## src/shared/lacl_pkg.sv

```systemverilog
// constants, field layouts and types of the load-adaptive current learning block
// assumes a 32-bit apb register bus with byte addresses on paddr[7:0]
package lacl_pkg;
	// ---------------------------------------------------------------
	// register byte offsets
	// ---------------------------------------------------------------
	localparam logic [7:0] OFF_CTRL     = 8'h00;
	localparam logic [7:0] OFF_CFG      = 8'h04;
	localparam logic [7:0] OFF_STATUS   = 8'h08;
	localparam logic [7:0] OFF_CONST    = 8'h0c;
	localparam logic [7:0] OFF_LIMITS   = 8'h10;
	localparam logic [7:0] OFF_ESTIMATE = 8'h14;

	// ---------------------------------------------------------------
	// field positions
	// ---------------------------------------------------------------
	localparam int CTRL_EN_BIT    = 0;
	localparam int CTRL_TRIG_BIT  = 1;
	localparam int CTRL_COMP_BIT  = 2;
	localparam int STAT_DONE_BIT  = 0;
	localparam int STAT_BUSY_BIT  = 1;
	localparam int STAT_CUR_LSB   = 8;
	localparam int CONST_HIGH_LSB = 16;
	localparam int EST_BAND_LSB   = 16;

	// ---------------------------------------------------------------
	// reset values and learning arithmetic
	// ---------------------------------------------------------------
	localparam logic [8:0]  RST_CFG      = 9'h000;
	localparam logic [31:0] RST_LIMITS   = 32'h0000_ff00;
	localparam logic [10:0] RST_CONST    = 11'h000;
	localparam int          LEVEL_SHIFT  = 3;
	localparam logic [8:0]  INC_CODE0    = 9'h080;
	localparam logic [8:0]  INC_CODE1    = 9'h010;
	localparam logic [8:0]  INC_CODE2    = 9'h020;
	localparam logic [8:0]  INC_CODE3    = 9'h040;
	localparam logic [5:0]  DWELL_UNIT   = 6'h08;
	localparam logic [7:0]  LEVEL_MAX    = 8'hff;
	localparam logic [10:0] ESTIMATE_MAX = 11'h7ff;

	// ---------------------------------------------------------------
	// types
	// ---------------------------------------------------------------
	typedef struct packed {
		logic [1:0] dwell;
		logic [1:0] incr;
		logic [4:0] base;
	} lacl_cfg_t;

	typedef struct packed {
		logic [7:0] band_lower;
		logic [7:0] band_upper;
		logic [7:0] ceiling;
		logic [7:0] floor;
	} lacl_limits_t;

	typedef enum logic [3:0] {
		ST_IDLE   = 4'b0001,
		ST_LOW    = 4'b0010,
		ST_HIGH   = 4'b0100,
		ST_FINISH = 4'b1000
	} lacl_state_t;
endpackage

```

## src/logic/lacl_zero_cross.sv

```systemverilog
// half-cycle pulse generator from the coil current polarity pin
// assumes the polarity pin is asynchronous to pclk
`timescale 1ns/1ps
module lacl_zero_cross (
	// clock and reset
	input  wire logic pclk,
	input  wire logic presetn,
	// coil polarity pin
	input  wire logic coil_positive,
	// one pulse per zero crossing
	output logic      half_cycle
);
	logic sync1_reg;
	logic sync2_reg;
	logic prev_reg;

	// ---------------------------------------------------------------
	// synchroniser and edge detect
	// ---------------------------------------------------------------
	always_ff @(posedge pclk or negedge presetn) begin
		if (!presetn) begin
			sync1_reg <= 1'b0;
			sync2_reg <= 1'b0;
			prev_reg  <= 1'b0;
		end else begin
			sync1_reg <= coil_positive;
			sync2_reg <= sync1_reg;
			prev_reg  <= sync2_reg;
		end
	end

	// RL21: crossing either way
	always_ff @(posedge pclk or negedge presetn) begin
		if (!presetn) begin
			half_cycle <= 1'b0;
		end else begin
			half_cycle <= sync2_reg ^ prev_reg;
		end
	end
endmodule

```

## src/logic/lacl_interp.sv

```systemverilog
// fixed-loss interpolation and supply rescaling
// assumes all inputs come from logic on pclk; result lags inputs by one cycle
`timescale 1ns/1ps
module lacl_interp (
	// clock and reset
	input  wire logic        pclk,
	input  wire logic        presetn,
	// learned points
	input  wire logic [10:0] const_low,
	input  wire logic [10:0] const_high,
	input  wire logic [8:0]  level_low,
	input  wire logic [8:0]  level_high,
	input  wire logic [7:0]  current,
	// supply compensation
	input  wire logic        comp_en,
	input  wire logic [7:0]  vm_ref,
	input  wire logic [7:0]  vm_now,
	input  wire logic [15:0] band_in,
	// results
	output logic      [10:0] estimate,
	output logic      [15:0] band_out
);
	logic signed [12:0] dy;
	logic signed [10:0] dx;
	logic signed [10:0] span;
	logic signed [24:0] lin;
	logic [10:0]        lin_sat;
	logic [18:0]        scaled;
	logic [15:0]        band_s;
	logic               comp_ok;

	// RL11: straight line through both points
	always_comb begin
		dy   = $signed({2'b00, const_high}) - $signed({2'b00, const_low});
		dx   = $signed({3'b000, current}) - $signed({2'b00, level_low});
		span = $signed({2'b00, level_high}) - $signed({2'b00, level_low});
		if (span == 11'sd0) begin
			lin = $signed({14'h0000, const_low});
		end else begin
			lin = $signed({14'h0000, const_low}) + (dy * dx) / span;
		end
		if (lin < 25'sd0) begin
			lin_sat = 11'h000;
		end else if (lin > $signed({14'h0000, lacl_pkg::ESTIMATE_MAX})) begin
			lin_sat = lacl_pkg::ESTIMATE_MAX;
		end else begin
			lin_sat = lin[10:0];
		end
	end

	// RL12: loss goes as 1/supply, limits follow the same ratio
	always_comb begin
		comp_ok = comp_en && (vm_now != 8'h00) && (vm_ref != 8'h00);
		scaled  = 19'((lin_sat * vm_ref) / vm_now);
		band_s[7:0]  = 8'(({8'h00, band_in[7:0]} * vm_ref) / vm_now);
		band_s[15:8] = 8'(({8'h00, band_in[15:8]} * vm_ref) / vm_now);
	end

	always_ff @(posedge pclk or negedge presetn) begin
		if (!presetn) begin
			estimate <= 11'h000;
			band_out <= 16'h0000;
		end else if (comp_ok) begin
			estimate <= (scaled > 19'(lacl_pkg::ESTIMATE_MAX)) ?
				lacl_pkg::ESTIMATE_MAX : scaled[10:0];
			band_out <= band_s;
		end else begin
			estimate <= lin_sat;
			band_out <= band_in;
		end
	end
endmodule

```

## src/logic/lacl_top.sv

```systemverilog
// apb register file and learning sequencer for load-adaptive coil current
// assumes loss samples and supply level arrive from measurement logic on pclk,
// and the coil polarity pin is asynchronous
//
// The APB register port and the address map were left to the implementer.
`timescale 1ns/1ps

// How it works
// RL1: enable bit switches the load-adaptive feature on.
// RL2: first learning level is base field times eight.
// RL3: second level is first level plus decoded increment.
// RL4: increment codes 0..3 give 128, 16, 32, 64 steps.
// RL5: dwell codes 0..3 give 8, 16, 24, 32 half-cycles.
// RL6: writing trigger starts learning; hardware clears it when finished.
// RL7: complete flag goes high when learning finishes.
// RL8: drive first level for dwell, then second level for dwell.
// RL9: loss at each level stored into eleven-bit low and high constants.
// RL10: after learning the current moves to the ceiling.
// RL11: loss at other currents is interpolated between the two constants.
// RL12: supply compensation rescales band limits and loss estimates.
// RL13: software keeps the second level at or below 255.
// RL14: software puts first level at 30 to 50 percent of maximum.
// RL15: trigger only unloaded and at steady speed.
// RL16: relearn after motor swap or ten percent speed change.
// RL17: software runs learning after enabling the feature.
// RL18: software enables, runs unloaded, programs fields, then triggers.
// RL19: production may program constants directly, then enable.
// RL20: while active, current stays between floor and ceiling; the learning levels are driven without this clamp.
// RL21: dwell counts coil zero crossings; triggers ignored while busy.
module lacl_top (
	// apb clock and reset
	input  wire logic        pclk,
	input  wire logic        presetn,
	// apb slave
	input  wire logic        psel,
	input  wire logic        penable,
	input  wire logic        pwrite,
	input  wire logic [7:0]  paddr,
	input  wire logic [31:0] pwdata,
	output logic      [31:0] prdata,
	output logic             pready,
	output logic             pslverr,
	// motor side
	input  wire logic        coil_positive,
	input  wire logic [10:0] loss_sample,
	input  wire logic        loss_sample_valid,
	input  wire logic [7:0]  vm_level,
	output logic      [7:0]  current_cmd,
	output logic             torque_adapt_active,
	output logic             learning_active,
	output logic      [10:0] fixed_loss_estimate
);
	// ---------------------------------------------------------------
	// declarations
	// ---------------------------------------------------------------
	logic                 torque_adapt_enable_reg;
	logic                 learn_trigger_reg;
	logic                 supply_compensation_reg;
	logic                 learn_complete_reg;
	lacl_pkg::lacl_cfg_t  cfg_reg;
	lacl_pkg::lacl_limits_t limits_reg;
	logic [10:0]          loss_const_low_reg;
	logic [10:0]          loss_const_high_reg;
	logic [10:0]          last_sample_reg;
	logic [7:0]           vm_ref_reg;
	logic [5:0]           dwell_cnt_reg;
	lacl_pkg::lacl_state_t state_reg;
	lacl_pkg::lacl_state_t state_next;

	logic                 wr_en;
	logic                 rd_en;
	logic                 addr_ok;
	logic                 start_req;
	logic                 half_cycle;
	logic                 dwell_end;
	logic [8:0]           level_low;
	logic [8:0]           level_high;
	logic [8:0]           inc_steps;
	logic [5:0]           dwell_target;
	logic [10:0]          est_w;
	logic [15:0]          band_w;
	logic [31:0]          rd_mux;

	// ---------------------------------------------------------------
	// apb decode
	// ---------------------------------------------------------------
	// pready is raised in the access phase from a flop, so every
	// transfer takes exactly setup plus one access cycle
	assign wr_en = psel && penable && pready && pwrite;
	assign rd_en = psel && !penable && !pwrite;

	always_comb begin
		case (paddr)
		lacl_pkg::OFF_CTRL,
		lacl_pkg::OFF_CFG,
		lacl_pkg::OFF_STATUS,
		lacl_pkg::OFF_CONST,
		lacl_pkg::OFF_LIMITS,
		lacl_pkg::OFF_ESTIMATE: addr_ok = 1'b1;
		default:                addr_ok = 1'b0;
		endcase
	end

	always_ff @(posedge pclk or negedge presetn) begin
		if (!presetn) begin
			pready  <= 1'b0;
			pslverr <= 1'b0;
		end else begin
			pready  <= psel && !penable;
			pslverr <= psel && !penable && !addr_ok;
		end
	end

	// ---------------------------------------------------------------
	// software registers
	// ---------------------------------------------------------------
	always_ff @(posedge pclk or negedge presetn) begin
		if (!presetn) begin
			torque_adapt_enable_reg <= 1'b0;
			supply_compensation_reg <= 1'b0;
			cfg_reg                 <= lacl_pkg::RST_CFG;
			limits_reg              <= lacl_pkg::RST_LIMITS;
		end else if (wr_en) begin
			case (paddr)
			lacl_pkg::OFF_CTRL: begin
				// RL1: feature enable
				torque_adapt_enable_reg <= pwdata[lacl_pkg::CTRL_EN_BIT];
				// RL12: compensation select
				supply_compensation_reg <= pwdata[lacl_pkg::CTRL_COMP_BIT];
			end
			lacl_pkg::OFF_CFG: begin
				// fields shift under a running routine on the cycle after the write, not only at level entry
				cfg_reg <= pwdata[8:0];
			end
			lacl_pkg::OFF_LIMITS: begin
				limits_reg <= pwdata;
			end
			default: begin
			end
			endcase
		end
	end

	// ---------------------------------------------------------------
	// learning levels
	// ---------------------------------------------------------------
	// RL4: increment decode
	always_comb begin
		case (cfg_reg.incr)
		2'b00:   inc_steps = lacl_pkg::INC_CODE0;
		2'b01:   inc_steps = lacl_pkg::INC_CODE1;
		2'b10:   inc_steps = lacl_pkg::INC_CODE2;
		default: inc_steps = lacl_pkg::INC_CODE3;
		endcase
	end

	// RL2: base times eight
	assign level_low = 9'(cfg_reg.base) << lacl_pkg::LEVEL_SHIFT;
	// RL3: second level on top of the first
	assign level_high = level_low + inc_steps;
	// RL5: dwell of 8, 16, 24 or 32 half-cycles
	assign dwell_target = 6'(({4'h0, cfg_reg.dwell} + 6'h01) * lacl_pkg::DWELL_UNIT);

	// ---------------------------------------------------------------
	// sequencer
	// ---------------------------------------------------------------
	// RL6: trigger write; RL21: ignored while busy or when the same write clears the enable bit
	assign start_req = wr_en && (paddr == lacl_pkg::OFF_CTRL)
		&& pwdata[lacl_pkg::CTRL_TRIG_BIT] && (state_reg == lacl_pkg::ST_IDLE)
		&& pwdata[lacl_pkg::CTRL_EN_BIT];
	assign dwell_end = half_cycle && (dwell_cnt_reg == dwell_target - 6'h01);

	always_comb begin
		state_next = state_reg;
		case (state_reg)
		lacl_pkg::ST_IDLE: begin
			if (start_req) begin
				state_next = lacl_pkg::ST_LOW;
			end
		end
		lacl_pkg::ST_LOW: begin
			if (!torque_adapt_enable_reg) begin
				state_next = lacl_pkg::ST_IDLE;
			end else if (dwell_end) begin
				state_next = lacl_pkg::ST_HIGH;
			end
		end
		lacl_pkg::ST_HIGH: begin
			if (!torque_adapt_enable_reg) begin
				state_next = lacl_pkg::ST_IDLE;
			end else if (dwell_end) begin
				state_next = lacl_pkg::ST_FINISH;
			end
		end
		lacl_pkg::ST_FINISH: begin
			state_next = lacl_pkg::ST_IDLE;
		end
		default: begin
			state_next = lacl_pkg::ST_IDLE;
		end
		endcase
	end

	always_ff @(posedge pclk or negedge presetn) begin
		if (!presetn) begin
			state_reg <= lacl_pkg::ST_IDLE;
		end else begin
			state_reg <= state_next;
		end
	end

	// RL21: half-cycles counted per level
	always_ff @(posedge pclk or negedge presetn) begin
		if (!presetn) begin
			dwell_cnt_reg <= 6'h00;
		end else if (state_reg != state_next || state_reg == lacl_pkg::ST_IDLE) begin
			dwell_cnt_reg <= 6'h00;
		end else if (half_cycle) begin
			dwell_cnt_reg <= dwell_cnt_reg + 6'h01;
		end
	end

	// RL6: trigger set by software, cleared by hardware at the end
	always_ff @(posedge pclk or negedge presetn) begin
		if (!presetn) begin
			learn_trigger_reg <= 1'b0;
		end else if (start_req) begin
			learn_trigger_reg <= 1'b1;
		end else if (state_next == lacl_pkg::ST_IDLE) begin
			learn_trigger_reg <= 1'b0;
		end
	end

	// RL7: completion flag, dropped when a new run starts
	always_ff @(posedge pclk or negedge presetn) begin
		if (!presetn) begin
			learn_complete_reg <= 1'b0;
		end else if (state_reg == lacl_pkg::ST_FINISH) begin
			learn_complete_reg <= 1'b1;
		end else if (start_req) begin
			learn_complete_reg <= 1'b0;
		end
	end

	// ---------------------------------------------------------------
	// loss capture
	// ---------------------------------------------------------------
	always_ff @(posedge pclk or negedge presetn) begin
		if (!presetn) begin
			last_sample_reg <= 11'h000;
		end else if (loss_sample_valid) begin
			last_sample_reg <= loss_sample;
		end
	end

	// RL9: hardware capture wins over a software write in the same cycle
	always_ff @(posedge pclk or negedge presetn) begin
		if (!presetn) begin
			loss_const_low_reg  <= lacl_pkg::RST_CONST;
			loss_const_high_reg <= lacl_pkg::RST_CONST;
		end else if (state_reg == lacl_pkg::ST_LOW && dwell_end) begin
			loss_const_low_reg <= last_sample_reg;
		end else if (state_reg == lacl_pkg::ST_HIGH && dwell_end) begin
			loss_const_high_reg <= last_sample_reg;
		end else if (wr_en && paddr == lacl_pkg::OFF_CONST) begin
			loss_const_low_reg  <= pwdata[10:0];
			loss_const_high_reg <= pwdata[lacl_pkg::CONST_HIGH_LSB +: 11];
		end
	end

	// RL12: supply level at learning end, or when compensation is switched on, is the scaling reference
	always_ff @(posedge pclk or negedge presetn) begin
		if (!presetn) begin
			vm_ref_reg <= 8'h00;
		end else if (state_reg == lacl_pkg::ST_FINISH) begin
			vm_ref_reg <= vm_level;
		end else if (wr_en && paddr == lacl_pkg::OFF_CTRL
			&& pwdata[lacl_pkg::CTRL_COMP_BIT] && !supply_compensation_reg) begin
			vm_ref_reg <= vm_level;
		end
	end

	// ---------------------------------------------------------------
	// current command
	// ---------------------------------------------------------------
	// second level saturates; software keeps it in range
	always_ff @(posedge pclk or negedge presetn) begin
		if (!presetn) begin
			current_cmd <= lacl_pkg::LEVEL_MAX;
		end else begin
			case (state_next)
			// RL8: first level
			lacl_pkg::ST_LOW:  current_cmd <= level_low[7:0];
			// RL8: second level; RL13: clipped
			lacl_pkg::ST_HIGH: current_cmd <= level_high[8] ?
				lacl_pkg::LEVEL_MAX : level_high[7:0];
			// RL10: ceiling after learning
			lacl_pkg::ST_FINISH: current_cmd <= limits_reg.ceiling;
			default: begin
				// RL20: hold inside floor and ceiling
				if (!torque_adapt_enable_reg) begin
					current_cmd <= current_cmd;
				end else if (current_cmd > limits_reg.ceiling) begin
					current_cmd <= limits_reg.ceiling;
				end else if (current_cmd < limits_reg.floor) begin
					current_cmd <= limits_reg.floor;
				end
			end
			endcase
		end
	end

	always_ff @(posedge pclk or negedge presetn) begin
		if (!presetn) begin
			torque_adapt_active <= 1'b0;
			learning_active     <= 1'b0;
			fixed_loss_estimate <= 11'h000;
		end else begin
			torque_adapt_active <= torque_adapt_enable_reg;
			learning_active     <= state_next == lacl_pkg::ST_LOW
				|| state_next == lacl_pkg::ST_HIGH;
			fixed_loss_estimate <= est_w;
		end
	end

	// ---------------------------------------------------------------
	// read data
	// ---------------------------------------------------------------
	always_comb begin
		rd_mux = 32'h0000_0000;
		case (paddr)
		lacl_pkg::OFF_CTRL: begin
			rd_mux[lacl_pkg::CTRL_EN_BIT]   = torque_adapt_enable_reg;
			rd_mux[lacl_pkg::CTRL_TRIG_BIT] = learn_trigger_reg;
			rd_mux[lacl_pkg::CTRL_COMP_BIT] = supply_compensation_reg;
		end
		lacl_pkg::OFF_CFG:    rd_mux[8:0] = cfg_reg;
		lacl_pkg::OFF_STATUS: begin
			rd_mux[lacl_pkg::STAT_DONE_BIT] = learn_complete_reg;
			rd_mux[lacl_pkg::STAT_BUSY_BIT] = learn_trigger_reg;
			rd_mux[lacl_pkg::STAT_CUR_LSB +: 8] = current_cmd;
		end
		lacl_pkg::OFF_CONST: begin
			rd_mux[10:0] = loss_const_low_reg;
			rd_mux[lacl_pkg::CONST_HIGH_LSB +: 11] = loss_const_high_reg;
		end
		lacl_pkg::OFF_LIMITS: rd_mux = limits_reg;
		lacl_pkg::OFF_ESTIMATE: begin
			rd_mux[10:0] = est_w;
			rd_mux[lacl_pkg::EST_BAND_LSB +: 16] = band_w;
		end
		default: rd_mux = 32'h0000_0000;
		endcase
	end

	always_ff @(posedge pclk or negedge presetn) begin
		if (!presetn) begin
			prdata <= 32'h0000_0000;
		end else if (rd_en) begin
			prdata <= rd_mux;
		end
	end

	// ---------------------------------------------------------------
	// helpers
	// ---------------------------------------------------------------
	lacl_zero_cross u_zero_cross (
		.pclk          (pclk),
		.presetn       (presetn),
		.coil_positive (coil_positive),
		.half_cycle    (half_cycle)
	);

	lacl_interp u_interp (
		.pclk       (pclk),
		.presetn    (presetn),
		.const_low  (loss_const_low_reg),
		.const_high (loss_const_high_reg),
		.level_low  (level_low),
		.level_high (level_high),
		.current    (current_cmd),
		.comp_en    (supply_compensation_reg),
		.vm_ref     (vm_ref_reg),
		.vm_now     (vm_level),
		.band_in    ({limits_reg.band_lower, limits_reg.band_upper}),
		.estimate   (est_w),
		.band_out   (band_w)
	);
endmodule

```

## config.mk

```make
export PLATFORM = sky130hd
export DESIGN_NAME = lacl_top
export DESIGN_NICKNAME = d
export VERILOG_FILES = /design/src/shared/lacl_pkg.sv /design/src/logic/lacl_zero_cross.sv /design/src/logic/lacl_interp.sv /design/src/logic/lacl_top.sv
export SDC_FILE = /design/constraint.sdc
export NUM_CORES = 2
export LEC_CHECK = 0
export BUFFER_PORTS_ARGS = -buffer_cell sky130_fd_sc_hd__buf_4
export CORE_MARGIN = 1
export CORE_UTILIZATION = 40
export DETAILED_ROUTE_END_ITERATION = 16
export GPL_TIMING_DRIVEN = 1
export PLACE_DENSITY = 0.62
export SYNTH_ARGS = -nofsm -noshare
export SYNTH_HDL_FRONTEND = slang
export SYNTH_HIERARCHICAL = 1
export SYNTH_SLANG_ARGS = --single-unit
```

## constraint.sdc

```tcl
create_clock -name pclk -period 128.3 [get_ports pclk]
set_input_delay 19.245 -clock pclk [delete_from_list [all_inputs] [get_ports pclk]]
set_output_delay 19.245 -clock pclk [all_outputs]
set_load 0.005 [all_outputs]
```

Yosys cells after proc, flatten, opt, wreduce, memory -nomap -nowiden

Cells that the tools add are included.

Register bits after elaboration: 182
Input port bits: 66
Output and inout port bits: 55
Logic and storage cells: 155

Add/sub/neg operators: 8
Multipliers: 4
Div/mod/pow operators: 4
Order comparisons: 5
Equality and inequality tests: 18
Multiplexer cells: 40
Bitwise logic cells: 2
Reduce and logical (&&, ||, !) cells: 44

Operators with widths:

| cell                   | number |
|---|---|
| $mux W11               | 9 |
| $mux W8                | 6 |
| $pmux W8 S3            | 2 |
| $pmux W11 S3           | 1 |
| $div A16 B8 Y16        | 2 |
| $mul A8 B8 Y16         | 2 |
| $add A12 B25 Y25       | 1 |
| $div A25 B25 Y25       | 1 |
| $gt A25 B12 Y1 const B | 1 |
| $lt A25 B1 Y1 const B  | 1 |
| $mux W25               | 1 |
| $mul A12 B9 Y21        | 1 |
| $mux W4                | 5 |
| $pmux W5 S2            | 2 |
| $pmux W5 S4            | 1 |
| $div A19 B8 Y19        | 1 |
| $gt A19 B11 Y1 const B | 1 |
| $mul A11 B8 Y19        | 1 |
| $logic_and A1 B1 Y1    | 18 |
| $eq A8 B4 Y1 const B   | 2 |
| $eq A8 B5 Y1 const B   | 2 |
| $mux W16               | 1 |
| $reduce_bool A8 Y1     | 2 |
| $mux W6                | 2 |
| 36 further kinds       | 59 |

Logic depth before layout (Yosys ltp)

Word-level depth: 15
Gate-level depth with buffers: 541
Gate-level depth less buffers: 511

By module

Netlist, hierarchy kept.

Modules (own cells, without submodules):

| module          | instances | cells each | area each (um^2) | sequential area each (um^2) |
|---|---|---|---|---|
| lacl_interp     | 1         | 6512       | 48411.4          | 675.6 |
| lacl_top        | 1         | 663        | 7159.4           | 3799.9 |
| lacl_zero_cross | 1         | 5          | 108.9            | 100.1 |

Least setup slack after synthesis

OpenSTA, ideal clock, no wires.

Path kind: reg2reg
Start: register loss_const_low_reg[1]
End: register u_interp.estimate[0]
Setup time: 0.127 ns
Data arrival time: 100.366 ns
Data required time: 128.173 ns
Path slack: 27.807 ns
Cell stages (with the launch flop): 498
Buffers on the path: 41
Period minus slack after synthesis: 100.493 ns
Cell sequence: dfrtp_1 -> inv_1 -> ha_1 -> a21o_1 -> a21o_1 -> a21oi_1 -> o21bai_1 -> a21oi_1 -> o21bai_1 -> a21oi_1 -> o21bai_1 -> a21o_1 -> a21oi_1 -> nand2_1 -> inv_1 -> fa_1 -> fa_1 -> inv_1 -> [... 462 more ...] -> a31oi_2 -> nand4b_2 -> buf_2 -> nor2_1 -> a21oi_1 -> ha_1 -> a21o_1 -> a21oi_1 -> nor2b_1 -> o21ai_0 -> nand2b_1 -> a21oi_1 -> nor2b_1 -> o21ai_0 -> nand3_1 -> a2111o_1 -> o21ai_1 -> nand3_1

Longest elaborated chain between the ends: 13
Elaborated cells between the ends (all ways): 14
Classes of those cells: 2 x add/sub; 2 x mul; 2 x div; 3 x order compare; 5 x mux

RTL lines:

| element                | line              | text |
|---|---|---|
| start, declared        | lacl_top.sv:62    | `logic [10:0] loss_const_low_reg;` |
| start signal, assigned | lacl_top.sv:259   | `loss_const_low_reg <= lacl_pkg::RST_CONST;` |
| start signal, assigned | lacl_top.sv:262   | `loss_const_low_reg <= last_sample_reg;` |
| start signal, assigned | lacl_top.sv:266   | `loss_const_low_reg <= pwdata[10:0];` |
| $sub A11 B11 Y12       | lacl_interp.sv:34 | `dy = $signed({2'b00, const_high}) - $signed({2'b00, const_low});` |
| $mul A12 B9 Y21        | lacl_interp.sv:40 | `lin = $signed({14'h0000, const_low}) + (dy * dx) / span;` |
| $div A25 B25 Y25       | lacl_interp.sv:40 |  |
| $add A12 B25 Y25       | lacl_interp.sv:40 |  |
| $mux W25 *             | lacl_interp.sv:37 | `if (span == 11'sd0) begin` |
| $gt A25 B12 Y1         | lacl_interp.sv:44 | `end else if (lin > $signed({14'h0000, lacl_pkg::ESTIMATE_MAX})) begin` |
| $mux W11               | lacl_interp.sv:44 |  |
| $mux W11 *             | lacl_interp.sv:42 | `if (lin < 25'sd0) begin` |
| $mul A11 B8 Y19        | lacl_interp.sv:54 | `scaled = 19'((lin_sat * vm_ref) / vm_now);` |
| $div A19 B8 Y19        | lacl_interp.sv:54 |  |
| $gt A19 B11 Y1         | lacl_interp.sv:64 | `estimate <= (scaled > 19'(lacl_pkg::ESTIMATE_MAX)) ?` |
| $mux W11               | lacl_interp.sv:64 |  |
| $mux W11 *             | lacl_interp.sv:63 | `end else if (comp_ok) begin` |
| end signal, assigned   | lacl_interp.sv:64 |  |
| end signal, assigned   | lacl_interp.sv:68 | `estimate <= lin_sat;` |
| end, declared          | lacl_interp.sv:20 | `output logic [10:0] estimate,` |

Every way passes the cells marked *; elsewhere a longest branch is shown, timed or not.
A chain may end at the register's enable or synchronous reset.

Final worst setup path

Ends and elaborated chain as after synthesis.

==> flow_metrics.tcl <==
set metrics [dict create \
    outcome "finished, violations left" \
    violations "max-slew violations" \
    cp.arrival_ns 114.80 \
    drc 0 \
    port_buffers 120 \
    grt_pass1_wl_microns 275100 \
    cts_buffer_depth 2 \
    seq_area_frac_synth_pct 8.218 \
    fp.dieW_microns 375.1 \
    synthArstFlopShare_pct 100.0 \
    dieArea_sq_um 140700 \
    cts_resized 0 \
    syn-cell-area_sq_um 55680 \
    area_delta_synth_final_pct 7.548 \
    final_common_cell "ha_1" \
    detail-route-antenna-nets 0 \
    wl_per_cell_microns 18.83 \
    synth_edf_count 0 \
    cts_sinks 182 \
    overflow 0 \
    drv_cap 0 \
    drt_first_pass_iters 6 \
    dp_cells 9113 \
    synth_top_area_share_pct 19.84 \
    clk_latency_ns 0.46 \
    min_period_ns 114.48 \
    final_cell_mix "ha_1, nand2_1, nor2_1" \
    tightestPinTransition_ns 3.279 \
    end_kind "flip-flop" \
    timing.final.crit_share_pct 89.23 \
    synth_flop_cell "dfrtp_1" \
    vias 52970 \
    initial_utilization_pct 40.40 \
    crit_fanout 41 \
    max_slew_margin_pct -124.8 \
    stdcell_count 9146 \
    yosys.area.top_type "ha_1" \
    ys_seq_elements 182 \
    rr_endpoint "u_interp/estimate[0]" \
    core_sq_um 137800 \
    hold_buffers 0 \
    post-cts-setup-buffer-count 0 \
    rows 136 \
    synth.avg_cell_area_sq_um 7.755 \
    wl_microns 172200 \
    worst_path_most_repeated_cell "o21a_1" \
    clk_pin_slew_ns 0.08 \
    timing.fmax_mhz 8.735 \
    grt_pass1_vias 51530 \
    path_class "reg -> reg" \
    synth_area_leaders "ha_1, fa_1, dfrtp_1" \
    drtIter0Drc 3204 \
    cts.htree.levels 4 \
    ys_types 130 \
    io_pins 121 \
    min_to "u_zero_cross/sync2_reg" \
    tns_ns 0 \
    nets 8526 \
    grt_usage_pct 23.93 \
    drv_slew 27 \
    r2r_start "loss_const_low_reg[1]" \
    hold_depth 0 \
    syn_inst 7180 \
    die_h_microns 375.1 \
    r2r_cells 460 \
    antenna_found_initial 2 \
    hpwl_microns 140200 \
    crit_slowest_cell "a211oi_2" \
    start_kind "flip-flop" \
    hp-class "reg -> reg" \
    hold_viol_final 0 \
    skew_ns 0.02109 \
    reg2reg_slack_ns 13.82 \
    crit_required_ns 128.63 \
    rsz0062_at_grt "false" \
    setup_viol 0 \
    cts_tree "yes" \
    grt_max_degree 122 \
    holdCritStartpoint "u_zero_cross/sync1_reg" \
    cts-root-buf "clkbuf_16" \
    detail_route.vias_per_cell 5.791 \
    cts_buffers 17 \
    yosysWarnings 6 \
    final_layout_size_suffix_gt1_share_pct 8.951 \
    cp_slowest_stage_delay_ns 1.07 \
    gp_congestion 0.9380 \
]
## stage by stage
stage | util, % | cell area, sq um | hold WS (ns) | setup slack (ns)
after floorplan | - | 56180 | 0.3312 | 27.81
after global placement | 42.99 | 59250 | 0.3579 | 18.20
after detailed placement | 42.99 | 59250 | 0.3412 | 15.71
after CTS | 43.44 | 59880 | 0.3679 | 15.17
after global routing | 43.44 | 59880 | 0.3928 | 4.238
final | 43.45 | 59880 | 0.3676 | 13.82
## area by class of cell
cell class              instances  area [sq um]
clock inverters                15         201.4
diodes                          1         2.502
multi-input cells            6411         48950
well taps                    1794          2245
flip-flops and latches        182          4576
repair buffers                201          1515
inverters                     525          1971
clock buffers                  17         425.4
fillers                     13930         77950
## cells by family after synthesis
kind of cell / Yosys count / synth area share (%)
DFF: 182 / 8.218
buffers and inverters: 719 / 4.964
xor gates and xnor gates: 429 / 6.856
and+or+nand+nor: 2463 / 21.69
muxes: 293 / 5.827
adders and majority gates: 1122 / 28.44
other: 3 / 0.02022
AOI/OAI and AO/OA: 1969 / 23.99
## synthesized netlist by cell type, drive strengths merged (35+ instances only)
master,instances
nand2b,96
o21bai,49
xnor2,291
mux2,217
and3,35
nor2,631
buf,37
nor2b,99
a21o,151
inv,524
dfrtp,165
o31ai,120
fa,239
a31oi,66
mux2i,76
nand4,67
o21ai,382
clkbuf,157
or3,70
nor3,314
o21a,310
nand2,655
and2,188
a21oi,441
nand3,113
xor2,135
or2,63
a211oi,55
ha,883
o211ai,68
## worst max-delay path by stage
| stage | start | to | slack, ns | cells past startpoint |
|---|---|---|---|---|
| final | loss_const_low_reg[1] | u_interp/estimate[0] | 13.82 | 460 |
| after global routing | loss_const_low_reg[1] | u_interp/estimate[0] | 4.24 | 463 |
| after CTS | loss_const_low_reg[1] | u_interp/estimate[0] | 15.17 | 459 |
| after detailed placement | loss_const_low_reg[1] | u_interp/estimate[0] | 15.71 | 459 |
| after global placement | loss_const_low_reg[1] | u_interp/estimate[0] | 18.20 | 458 |
| after floorplan | loss_const_low_reg[1] | u_interp/estimate[0] | 27.81 | 497 |
## metal layers
layer,wire [microns],share of wire (%),track usage [%],up-vias
li1,-,-,-,26160
met5,8,0.0046,0,-
met4,5574,3.2,7.355,2
met1,76560,44,30.82,25370
met3,7023,4.1,1.642,228
met2,83020,48,42.40,1208
## critical path: cells and delay by family (launching register included)
family	cells	cell delay [ns]
buf+inv	20	2.32
mux	9	3.01
flops	1	0.50
compound gates	243	60.47
xor+xnor	4	1.01
simple gates	129	27.69
fa+ha+maj	55	19.11
Power is not shown: default switching activity piles up to over one toggle a cycle in this logic, so the estimate is an artifact.
